$ cat config.mk
export PLATFORM = sky130hd
export DESIGN_NAME = pss_sequencer
export DESIGN_NICKNAME = d
export VERILOG_FILES = /design/src/rtl/pss_pkg.sv /design/src/rtl/pss_sequencer.sv
export SDC_FILE = /design/constraint.sdc
export NUM_CORES = 1
export LEC_CHECK = 0
export ABC_AREA = 0
export BUFFER_PORTS_ARGS = -buffer_cell sky130_fd_sc_hd__buf_2
export CAP_MARGIN = 20
export CORE_MARGIN = 3
export CORE_UTILIZATION = 49
export CTS_CLUSTER_SIZE = 20
export DETAILED_ROUTE_END_ITERATION = 16
export HOLD_SLACK_MARGIN = 0.05
export PLACE_DENSITY = 0.78
export SYNTH_ARGS = -nofsm -noshare
export SYNTH_HDL_FRONTEND = slang
export SYNTH_SLANG_ARGS = --single-unit
$ cat constraint.sdc
create_clock -name sys_clk -period 2.5 [get_ports sys_clk]
set_input_delay 0.625 -clock sys_clk [delete_from_list [all_inputs] [get_ports sys_clk]]
set_output_delay 0.625 -clock sys_clk [all_outputs]
set_load 0.05 [all_outputs]
$ cat src/rtl/pss_pkg.sv
/*
 * pss_pkg: constants and carrier types for the program sequencer and return stack.
 * Assumes a single system clock; no software-visible bus registers.
 */
package pss_pkg;
    localparam int PC_W = 11;                  // 2K word program space
    localparam int IW_W = 15;                  // program word width
    localparam int LOW_W = 8;                  // low byte of counter
    localparam int STK_DEPTH = 4;              // return stack levels
    localparam int SIDX_W = 2;
    localparam logic [SIDX_W-1:0] SIDX_TOP = 2'h0;   // top of stack after reset
    localparam logic [PC_W-1:0] VEC_RESET = 11'h000;
    localparam logic [PC_W-1:0] VEC_TIMER = 11'h008;
    localparam logic [PC_W-1:0] PC_ONE = 11'h001;
    localparam logic [2:0] STK_FULL_CNT = 3'h4;
    localparam logic [2:0] STK_CNT_ONE = 3'h1;
    localparam logic [2:0] STK_CNT_ZERO = 3'h0;
    localparam logic [7:0] ALU_CARRY_BIT = 8'h00;

    // phase of the instruction cycle
    typedef enum logic [1:0] {PH_T1, PH_T2, PH_T3, PH_T4} pss_phase_t;

    // flow request given by decode, sampled at the end of T4
    typedef struct packed {
        logic skip;                    // conditional skip met
        logic low_wr;                  // write to pc_low_byte
        logic [LOW_W-1:0] low_data;    // value written
        logic jump;                    // jump_op
        logic call;                    // subroutine_call_op
        logic ret;                     // return_op or return_from_isr_op
        logic [PC_W-1:0] target;       // instruction address bits
    } pss_flow_t;

    // alu result and status from the datapath
    typedef struct packed {
        logic wr;
        logic [LOW_W-1:0] result;
        logic [3:0] flags;             // carry, aux carry, zero, overflow
    } pss_alu_t;
endpackage : pss_pkg

$ cat src/rtl/pss_sequencer.sv
/*
 * pss_sequencer: four-phase instruction cycle, program counter update modes,
 * four-level return stack and interrupt acknowledge gating.
 * Assumes decode holds flow and alu inputs steady for the instruction cycle.
 */
//Behaviour
//- four phases make one instruction cycle
//- counter advances at start of first phase
//- fetch overlaps execute; branches take two cycles
//- counter increments by one per instruction
//- low byte write jumps within page
//- met skip discards prefetch, dummy cycle
//- jumps and calls load instruction address
//- four-level return stack, hidden from software
//- call or interrupt pushes, return pops
//- reset points stack index at top
//- stack full holds interrupt until return
//- call on full stack overflows anyway
//- alu result and status written back
//- counter addresses 2K by 15 memory
//- reset loads vector 000H
//- timer overflow vectors to 008H
`timescale 1ns/1ns
module pss_sequencer
    import pss_pkg::*;
(
    input wire logic sys_clk,                  // 50 MHz system clock
    input wire logic rst_n,                    // async reset, active low
    input wire logic clk_en,                   // freezes all state when low
    input wire pss_flow_t flow_in,             // decode flow request
    input wire pss_alu_t alu_in,               // alu result and flags
    input wire logic timer_ovf,                // timer overflow pulse
    input wire logic timer_int_en,             // timer interrupt enable
    input wire logic [IW_W-1:0] pmem_data,     // program memory word
    output logic [PC_W-1:0] pmem_addr,         // program memory address
    output logic [IW_W-1:0] instr_q,           // instruction being executed
    output logic instr_valid_q,                // instr_q is real, not dummy
    output pss_phase_t phase_q,                // current phase
    output logic [LOW_W-1:0] pc_low_byte_q,    // readable low byte of counter
    output logic int_ack_q,                    // interrupt acknowledge pulse
    output logic [LOW_W-1:0] alu_reg_q,        // result register
    output logic [3:0] status_q                // status flags
);
    // program counter and its derived values
    logic [PC_W-1:0] pc_q;
    logic [PC_W-1:0] pc_d;
    logic [PC_W-1:0] pc_inc;
    logic [PC_W-1:0] page_target;

    // return stack storage, index and fill level
    logic [PC_W-1:0] stack_q [STK_DEPTH];
    logic [SIDX_W-1:0] stack_index_q;
    logic [SIDX_W-1:0] pop_idx;
    logic [SIDX_W-1:0] push_idx;
    logic [STK_DEPTH-1:0] push_sel;
    logic [2:0] depth_q;
    logic push_en;
    logic pop_en;
    logic stk_full;
    logic stk_empty;

    // cycle control and interrupt gating
    pss_phase_t phase_d;
    logic cycle_end;
    logic dummy_q;
    logic flow_live;
    logic branch;
    logic redirect;
    logic int_pend_q;
    logic int_req;
    logic take_int;
    logic alu_take;

    // source of the next counter value
    typedef enum logic [2:0] {
        SRC_INC,
        SRC_VEC,
        SRC_POP,
        SRC_BRANCH,
        SRC_PAGE,
        SRC_SKIP
    } pss_src_t;
    pss_src_t pc_src;

    // a dummy cycle carries no instruction, so its flow request is ignored
    assign cycle_end = clk_en && (phase_q == PH_T4);
    assign flow_live = !dummy_q;
    assign branch = flow_in.jump || flow_in.call;
    assign redirect = flow_live && (flow_in.skip || flow_in.low_wr || branch || flow_in.ret);

    // stack level flags
    assign stk_full = (depth_q == STK_FULL_CNT);
    assign stk_empty = (depth_q == STK_CNT_ZERO);

    // a full stack withholds the interrupt; it also waits out an
    // instruction that redirects, so that instruction's target is not lost
    assign int_req = int_pend_q && !stk_full;
    assign take_int = int_req && flow_live && !redirect;

    // push on call or acknowledge, pop on either return
    assign push_en = take_int || (flow_live && flow_in.call);
    assign pop_en = !take_int && flow_live && flow_in.ret;
    assign push_idx = stack_index_q;
    assign pop_idx = stack_index_q - 2'h1;

    // counter arithmetic shared by several sources
    assign pc_inc = pc_q + PC_ONE;
    assign page_target = {pc_q[PC_W-1:LOW_W], flow_in.low_data};
    assign alu_take = cycle_end && alu_in.wr && flow_live;

    // next phase: T1 to T4 repeat
    always_comb begin
        case (phase_q)
            PH_T1: phase_d = PH_T2;
            PH_T2: phase_d = PH_T3;
            PH_T3: phase_d = PH_T4;
            PH_T4: phase_d = PH_T1;
            default: phase_d = PH_T1;
        endcase
    end

    // phase register; a low enable freezes the cycle mid-phase
    always_ff @(posedge sys_clk or negedge rst_n) begin
        if (!rst_n) begin
            phase_q <= PH_T1;
        end else if (clk_en) begin
            phase_q <= phase_d;
        end
    end

    // pick the source of the next counter value; the prefetched word is at pc_q
    always_comb begin
        pc_src = SRC_INC;
        if (take_int) begin
            pc_src = SRC_VEC;
        end else if (flow_live) begin
            if (flow_in.ret) begin
                pc_src = SRC_POP;
            end else if (branch) begin
                pc_src = SRC_BRANCH;
            end else if (flow_in.low_wr) begin
                pc_src = SRC_PAGE;
            end else if (flow_in.skip) begin
                pc_src = SRC_SKIP;
            end
        end
    end

    // next counter value for each source
    always_comb begin
        case (pc_src)
            SRC_INC: pc_d = pc_inc;
            SRC_VEC: pc_d = VEC_TIMER;
            SRC_POP: pc_d = stack_q[pop_idx];
            SRC_BRANCH: pc_d = flow_in.target;
            SRC_PAGE: pc_d = page_target;
            // the discarded prefetch already used up one count
            SRC_SKIP: pc_d = pc_inc;
            default: pc_d = pc_inc;
        endcase
    end

    // program counter, updated at the T4/T1 boundary
    always_ff @(posedge sys_clk or negedge rst_n) begin
        if (!rst_n) begin
            pc_q <= VEC_RESET;
        end else if (cycle_end) begin
            pc_q <= pc_d;
        end
    end

    // fetch overlaps execute: the word taken now runs in the next cycle
    always_ff @(posedge sys_clk or negedge rst_n) begin
        if (!rst_n) begin
            instr_q <= '0;
        end else if (cycle_end) begin
            instr_q <= pmem_data;
        end
    end

    // a redirect turns the prefetched word into a dummy cycle
    always_ff @(posedge sys_clk or negedge rst_n) begin
        if (!rst_n) begin
            dummy_q <= 1'b1;
        end else if (cycle_end) begin
            dummy_q <= redirect || take_int;
        end
    end

    // valid flag is the inverse of dummy, kept as its own output flop
    always_ff @(posedge sys_clk or negedge rst_n) begin
        if (!rst_n) begin
            instr_valid_q <= 1'b0;
        end else if (cycle_end) begin
            instr_valid_q <= !(redirect || take_int);
        end
    end

    // fetch address out of a flop, following the counter's next value
    always_ff @(posedge sys_clk or negedge rst_n) begin
        if (!rst_n) begin
            pmem_addr <= VEC_RESET;
        end else if (cycle_end) begin
            pmem_addr <= pc_d;
        end
    end

    // readable low byte of the counter
    always_ff @(posedge sys_clk or negedge rst_n) begin
        if (!rst_n) begin
            pc_low_byte_q <= '0;
        end else if (cycle_end) begin
            pc_low_byte_q <= pc_d[LOW_W-1:0];
        end
    end

    // one-hot select of the entry a push lands in
    always_comb begin
        push_sel = '0;
        push_sel[push_idx] = push_en;
    end

    // stack entries; circular, so a call on a full stack overwrites the
    // oldest entry, which the hardware does not guard against
    for (genvar g = 0; g < STK_DEPTH; g++) begin : g_entry
        always_ff @(posedge sys_clk or negedge rst_n) begin
            if (!rst_n) begin
                stack_q[g] <= VEC_RESET;
            end else if (cycle_end && push_sel[g]) begin
                // interrupt and call both resume at the prefetched word, the value in pc_q
                stack_q[g] <= pc_q;
            end
        end
    end

    // stack index: up on push, down on pop, wrapping on overflow
    always_ff @(posedge sys_clk or negedge rst_n) begin
        if (!rst_n) begin
            stack_index_q <= SIDX_TOP;
        end else if (cycle_end) begin
            if (push_en) begin
                stack_index_q <= push_idx + 2'h1;
            end else if (pop_en) begin
                stack_index_q <= pop_idx;
            end
        end
    end

    // fill level saturates, so full stays seen after an overflowing call
    always_ff @(posedge sys_clk or negedge rst_n) begin
        if (!rst_n) begin
            depth_q <= STK_CNT_ZERO;
        end else if (cycle_end) begin
            if (push_en && !stk_full) begin
                depth_q <= depth_q + STK_CNT_ONE;
            end else if (pop_en && !stk_empty) begin
                depth_q <= depth_q - STK_CNT_ONE;
            end
        end
    end

    // request latch; a new overflow wins over the acknowledge clear
    always_ff @(posedge sys_clk or negedge rst_n) begin
        if (!rst_n) begin
            int_pend_q <= 1'b0;
        end else if (clk_en) begin
            if (timer_ovf && timer_int_en) begin
                int_pend_q <= 1'b1;
            end else if (cycle_end && take_int) begin
                int_pend_q <= 1'b0;
            end
        end
    end

    // acknowledge pulse, one clock wide as the vector fetch starts
    always_ff @(posedge sys_clk or negedge rst_n) begin
        if (!rst_n) begin
            int_ack_q <= 1'b0;
        end else if (clk_en) begin
            int_ack_q <= cycle_end && take_int;
        end
    end

    // alu result register; a dummy cycle writes nothing
    always_ff @(posedge sys_clk or negedge rst_n) begin
        if (!rst_n) begin
            alu_reg_q <= ALU_CARRY_BIT;
        end else if (alu_take) begin
            alu_reg_q <= alu_in.result;
        end
    end

    // status flags follow the same write as the result
    always_ff @(posedge sys_clk or negedge rst_n) begin
        if (!rst_n) begin
            status_q <= '0;
        end else if (alu_take) begin
            status_q <= alu_in.flags;
        end
    end
endmodule : pss_sequencer

==> results.sh <==
export IMPL_drv_cap=0
export IMPL_detail_route_antenna_nets=0
export IMPL_clockBufferDepth=2
export IMPL_postSynthAreaPerCell_um2=12.44
export IMPL_fin_hold_ws_ns=0.2109
export IMPL_synthTopCellsByArea="dfrtp_1 48%, mux2_4 13%, mux4_2 5.2%"
export IMPL_multi_input_comb_area_um2=2171
export IMPL_gr_total_overflow=0
export IMPL_synthCells=383
export IMPL_die_x_um=104.6
export IMPL_peakVddDrop_v=0.0004679
export IMPL_ys_seq_elements=93
export IMPL_clkTransAtPathRegs_ns=0.10
export IMPL_grt_pass1_vias=3402
export IMPL_hold_violations=0
export IMPL_io_buffers=106
export IMPL_syn_cell_area_um2=4763
export IMPL_yosys_top_cells_count="92 x dfrtp_1, 63 x nand2_1, 40 x mux2_4"
export IMPL_cts_tree="done"
export IMPL_cts_made_buffers=9
export IMPL_die_area_um2=10940
export IMPL_io_pins=107
export IMPL_dr_max_layer_used="met4"
export IMPL_dp_hpwl_mm=7.588
export IMPL_fin_tns_setup_ns=0
export IMPL_rsz0062_at_grt="no"
export IMPL_n_antenna_cell=0
export IMPL_grt_pass1_wl_mm=17.49
export IMPL_period_minus_slack_ns=2.224
export IMPL_via_count=3393
export IMPL_drtIter0Drc=242
export IMPL_drt_pass1_iterations=5
export IMPL_synth_top_area_cell="dfrtp_1"
export IMPL_powerDensity_nw_per_um2=1250
export IMPL_seqCellArea_um2=2328
export IMPL_nNetsFinal=548
export IMPL_core_um2=9328
export IMPL_routed_wl_met3_um=467
export IMPL_met2WireLength_mm=5.373
export IMPL_grt_start_max_net_pins=58
export IMPL_cp_max_fo=6
export IMPL_required_ns=2.74
export IMPL_setup_viol=0
export IMPL_async_reset_ff_frac=1.000
export IMPL_final_max_slew_violation_count=0
export IMPL_rr_worst_depth=7
export IMPL_die_h_um=104.6
export IMPL_cts_hold_buffers=0
export IMPL_critical_path_class="reg2reg"
export IMPL_timing_rr_end="depth_q[2]"
export IMPL_timing_rr_start="depth_q[2]"
export IMPL_crit_path_end_kind="flip-flop"
export IMPL_syn2layout_area_growth_pct=15.84
export IMPL_route_detailed_drc=0
export IMPL_fill_cells=767
export IMPL_root_buffer="clkbuf_8"
export IMPL_worstMarginPinSlew_ns=0.5611
export IMPL_synthDistinctLibCells=59
export IMPL_gp_congestion=0.8327
export IMPL_synthFlopType="dfrtp_1"
export IMPL_layout_drive_gt1_share=0.4415
export IMPL_cts_repair_resized=0
export IMPL_drt_wl_total_mm=10.74
export IMPL_r2r_setup_slack_ns=0.28
export IMPL_grtUsageTotal=0.1982
export IMPL_synth_most_common_cell="dfrtp_1"
export IMPL_max_freq_mhz=449.7
export IMPL_antenna_found_initial=0
export IMPL_seq_area_frac_synth=0.4888
export IMPL_synth_nets=449
export IMPL_avgViaCountPerCell=5.508
export IMPL_power_static_leakage_nw=2.789
export IMPL_finalClockSkew_ns=0.01446
export IMPL_max_slew_margin=0.6248
export IMPL_clock_sinks=93
export IMPL_yosys_warnings=0
export IMPL_wl_met1_mm=4.646
export IMPL_initial_core_util=0.5107
export IMPL_post_route_period_util=0.8895
export IMPL_insertion_delay_ns=0.36
export IMPL_postCtsSetupBuffers=0
export IMPL_startpoint_type="flip-flop"
export IMPL_worstHoldPathType="in2async"
export IMPL_synth_top_area_share=0.4833
export IMPL_rows=35
export IMPL_htreeDepth=3
export IMPL_cp_data_arrival_time_ns=2.47
export IMPL_synth_edff_count=0
export IMPL_wl_per_cell_um=17.43
export IMPL_status="complete, no violations"
-- per-stage QoR --
| stage | instance area (um2) | power, mW | util | instances | setup slack [ns] |
|---|---|---|---|---|---|
| 2_1_floorplan | 4763 | 5.211 | - | 383 | 0.03341 |
| 3_3_place_gp | 5334 | 5.873 | 0.5718 | 600 | 0.09816 |
| 3_5_place_dp | 5334 | 5.977 | 0.5718 | 600 | 0.02319 |
| 4_1_cts | 5518 | 6.929 | 0.5915 | 616 | 0.2985 |
| 5_1_grt | 5518 | 7.281 | 0.5915 | 616 | 0.1337 |
| 6_report | 5518 | 6.896 | 0.5915 | 616 | 0.2763 |
-- routing by layer --
layer,up-vias,GRT usage
met4,0,0.07216
met5,-,0
met2,102,0.3303
met3,22,0.03088
li1,1566,-
met1,1703,0.2643
-- cells by family (layout without fill, tap and decap cells) --
group | count (synthesis) | after routing | synth area share
mux | 68 | 68 | 0.2180
simple gates | 110 | 110 | 0.1090
xor+xnor | 2 | 2 | 0.003678
flops | 93 | 93 | 0.4888
fa+ha+maj | 9 | 9 | 0.02522
buf+inv | 39 | 143 | 0.05542
compound gates | 62 | 62 | 0.09982
-- power by group --
| group | internal, mW | leakage, nW | switching (mW) | total [mW] |
|---|---|---|---|---|
| clock | 0.394 | 0.0889 | 0.555 | 0.949 |
| combinational | 1.18 | 1.50 | 2.25 | 3.42 |
| sequential | 2.03 | 1.20 | 0.497 | 2.52 |
| total | 3.60 | 2.79 | 3.30 | 6.90 |
-- area by class of cell --
class,count,area share
sequential,93,0.4220
multi-input combinational,251,0.3934
timing repair buffer,119,0.1166
tap,129,0.02925
clock buffer,10,0.02494
clock inverter,6,0.008390
inverter,8,0.005442
-- worst max path at each step --
stage / slack [ns] / endpoint / start
CTS: 0.30 / depth_q[2] / depth_q[2]
global route: 0.13 / depth_q[2] / depth_q[2]
finish: 0.28 / depth_q[2] / depth_q[2]
detailed placement: 0.02 / depth_q[2] / flow_in[11]
global placement: 0.1 / depth_q[2] / flow_in[11]
floorplan: 0.03 / pmem_addr[6] / push_idx[0]
-- cell usage in the layout (no fill, tap or decap), types with 2 or more instances in the layout --
cell type     n
buf_4        13
nand2_2       4
a221oi_1      2
mux2_4       40
nand2b_1      5
a222oi_1      6
dfrtp_1      92
o22a_1        2
mux4_2       11
mux2_2       16
inv_1         8
a31oi_1       2
a22o_1        4
clkbuf_8     10
nor3_1        5
o21ai_0      15
a211oi_1      2
nand3_1       2
a21o_1        2
and4_1        2
xnor2_1       2
nor2b_1       4
nand2_1      63
a22oi_1       3
nor2_1       14
o41ai_1       2
clkinv_4      2
ha_1          8
buf_2       105
o211ai_1      5
clkinvlp_4    2
a21oi_1       5
-- flip-flops by register name (all words and copies together) (netlist names), 2 cells and up --
register   count
alu_reg_q      8
depth_q        3
instr_q       15
phase_q        2
pmem_addr     11
push_idx       2
stack_q       44
status_q       4
-- worst max-delay path: stages (launching register included) --
cell      delay, ns
dfrtp_1        0.45
or3b_1         0.36
and4_2         0.30
a21oi_2        0.06
fa_1           0.44
a2111o_1       0.30
o211ai_1       0.09
o211ai_1       0.10
No activity file was read; power rests on OpenSTA's default activity.
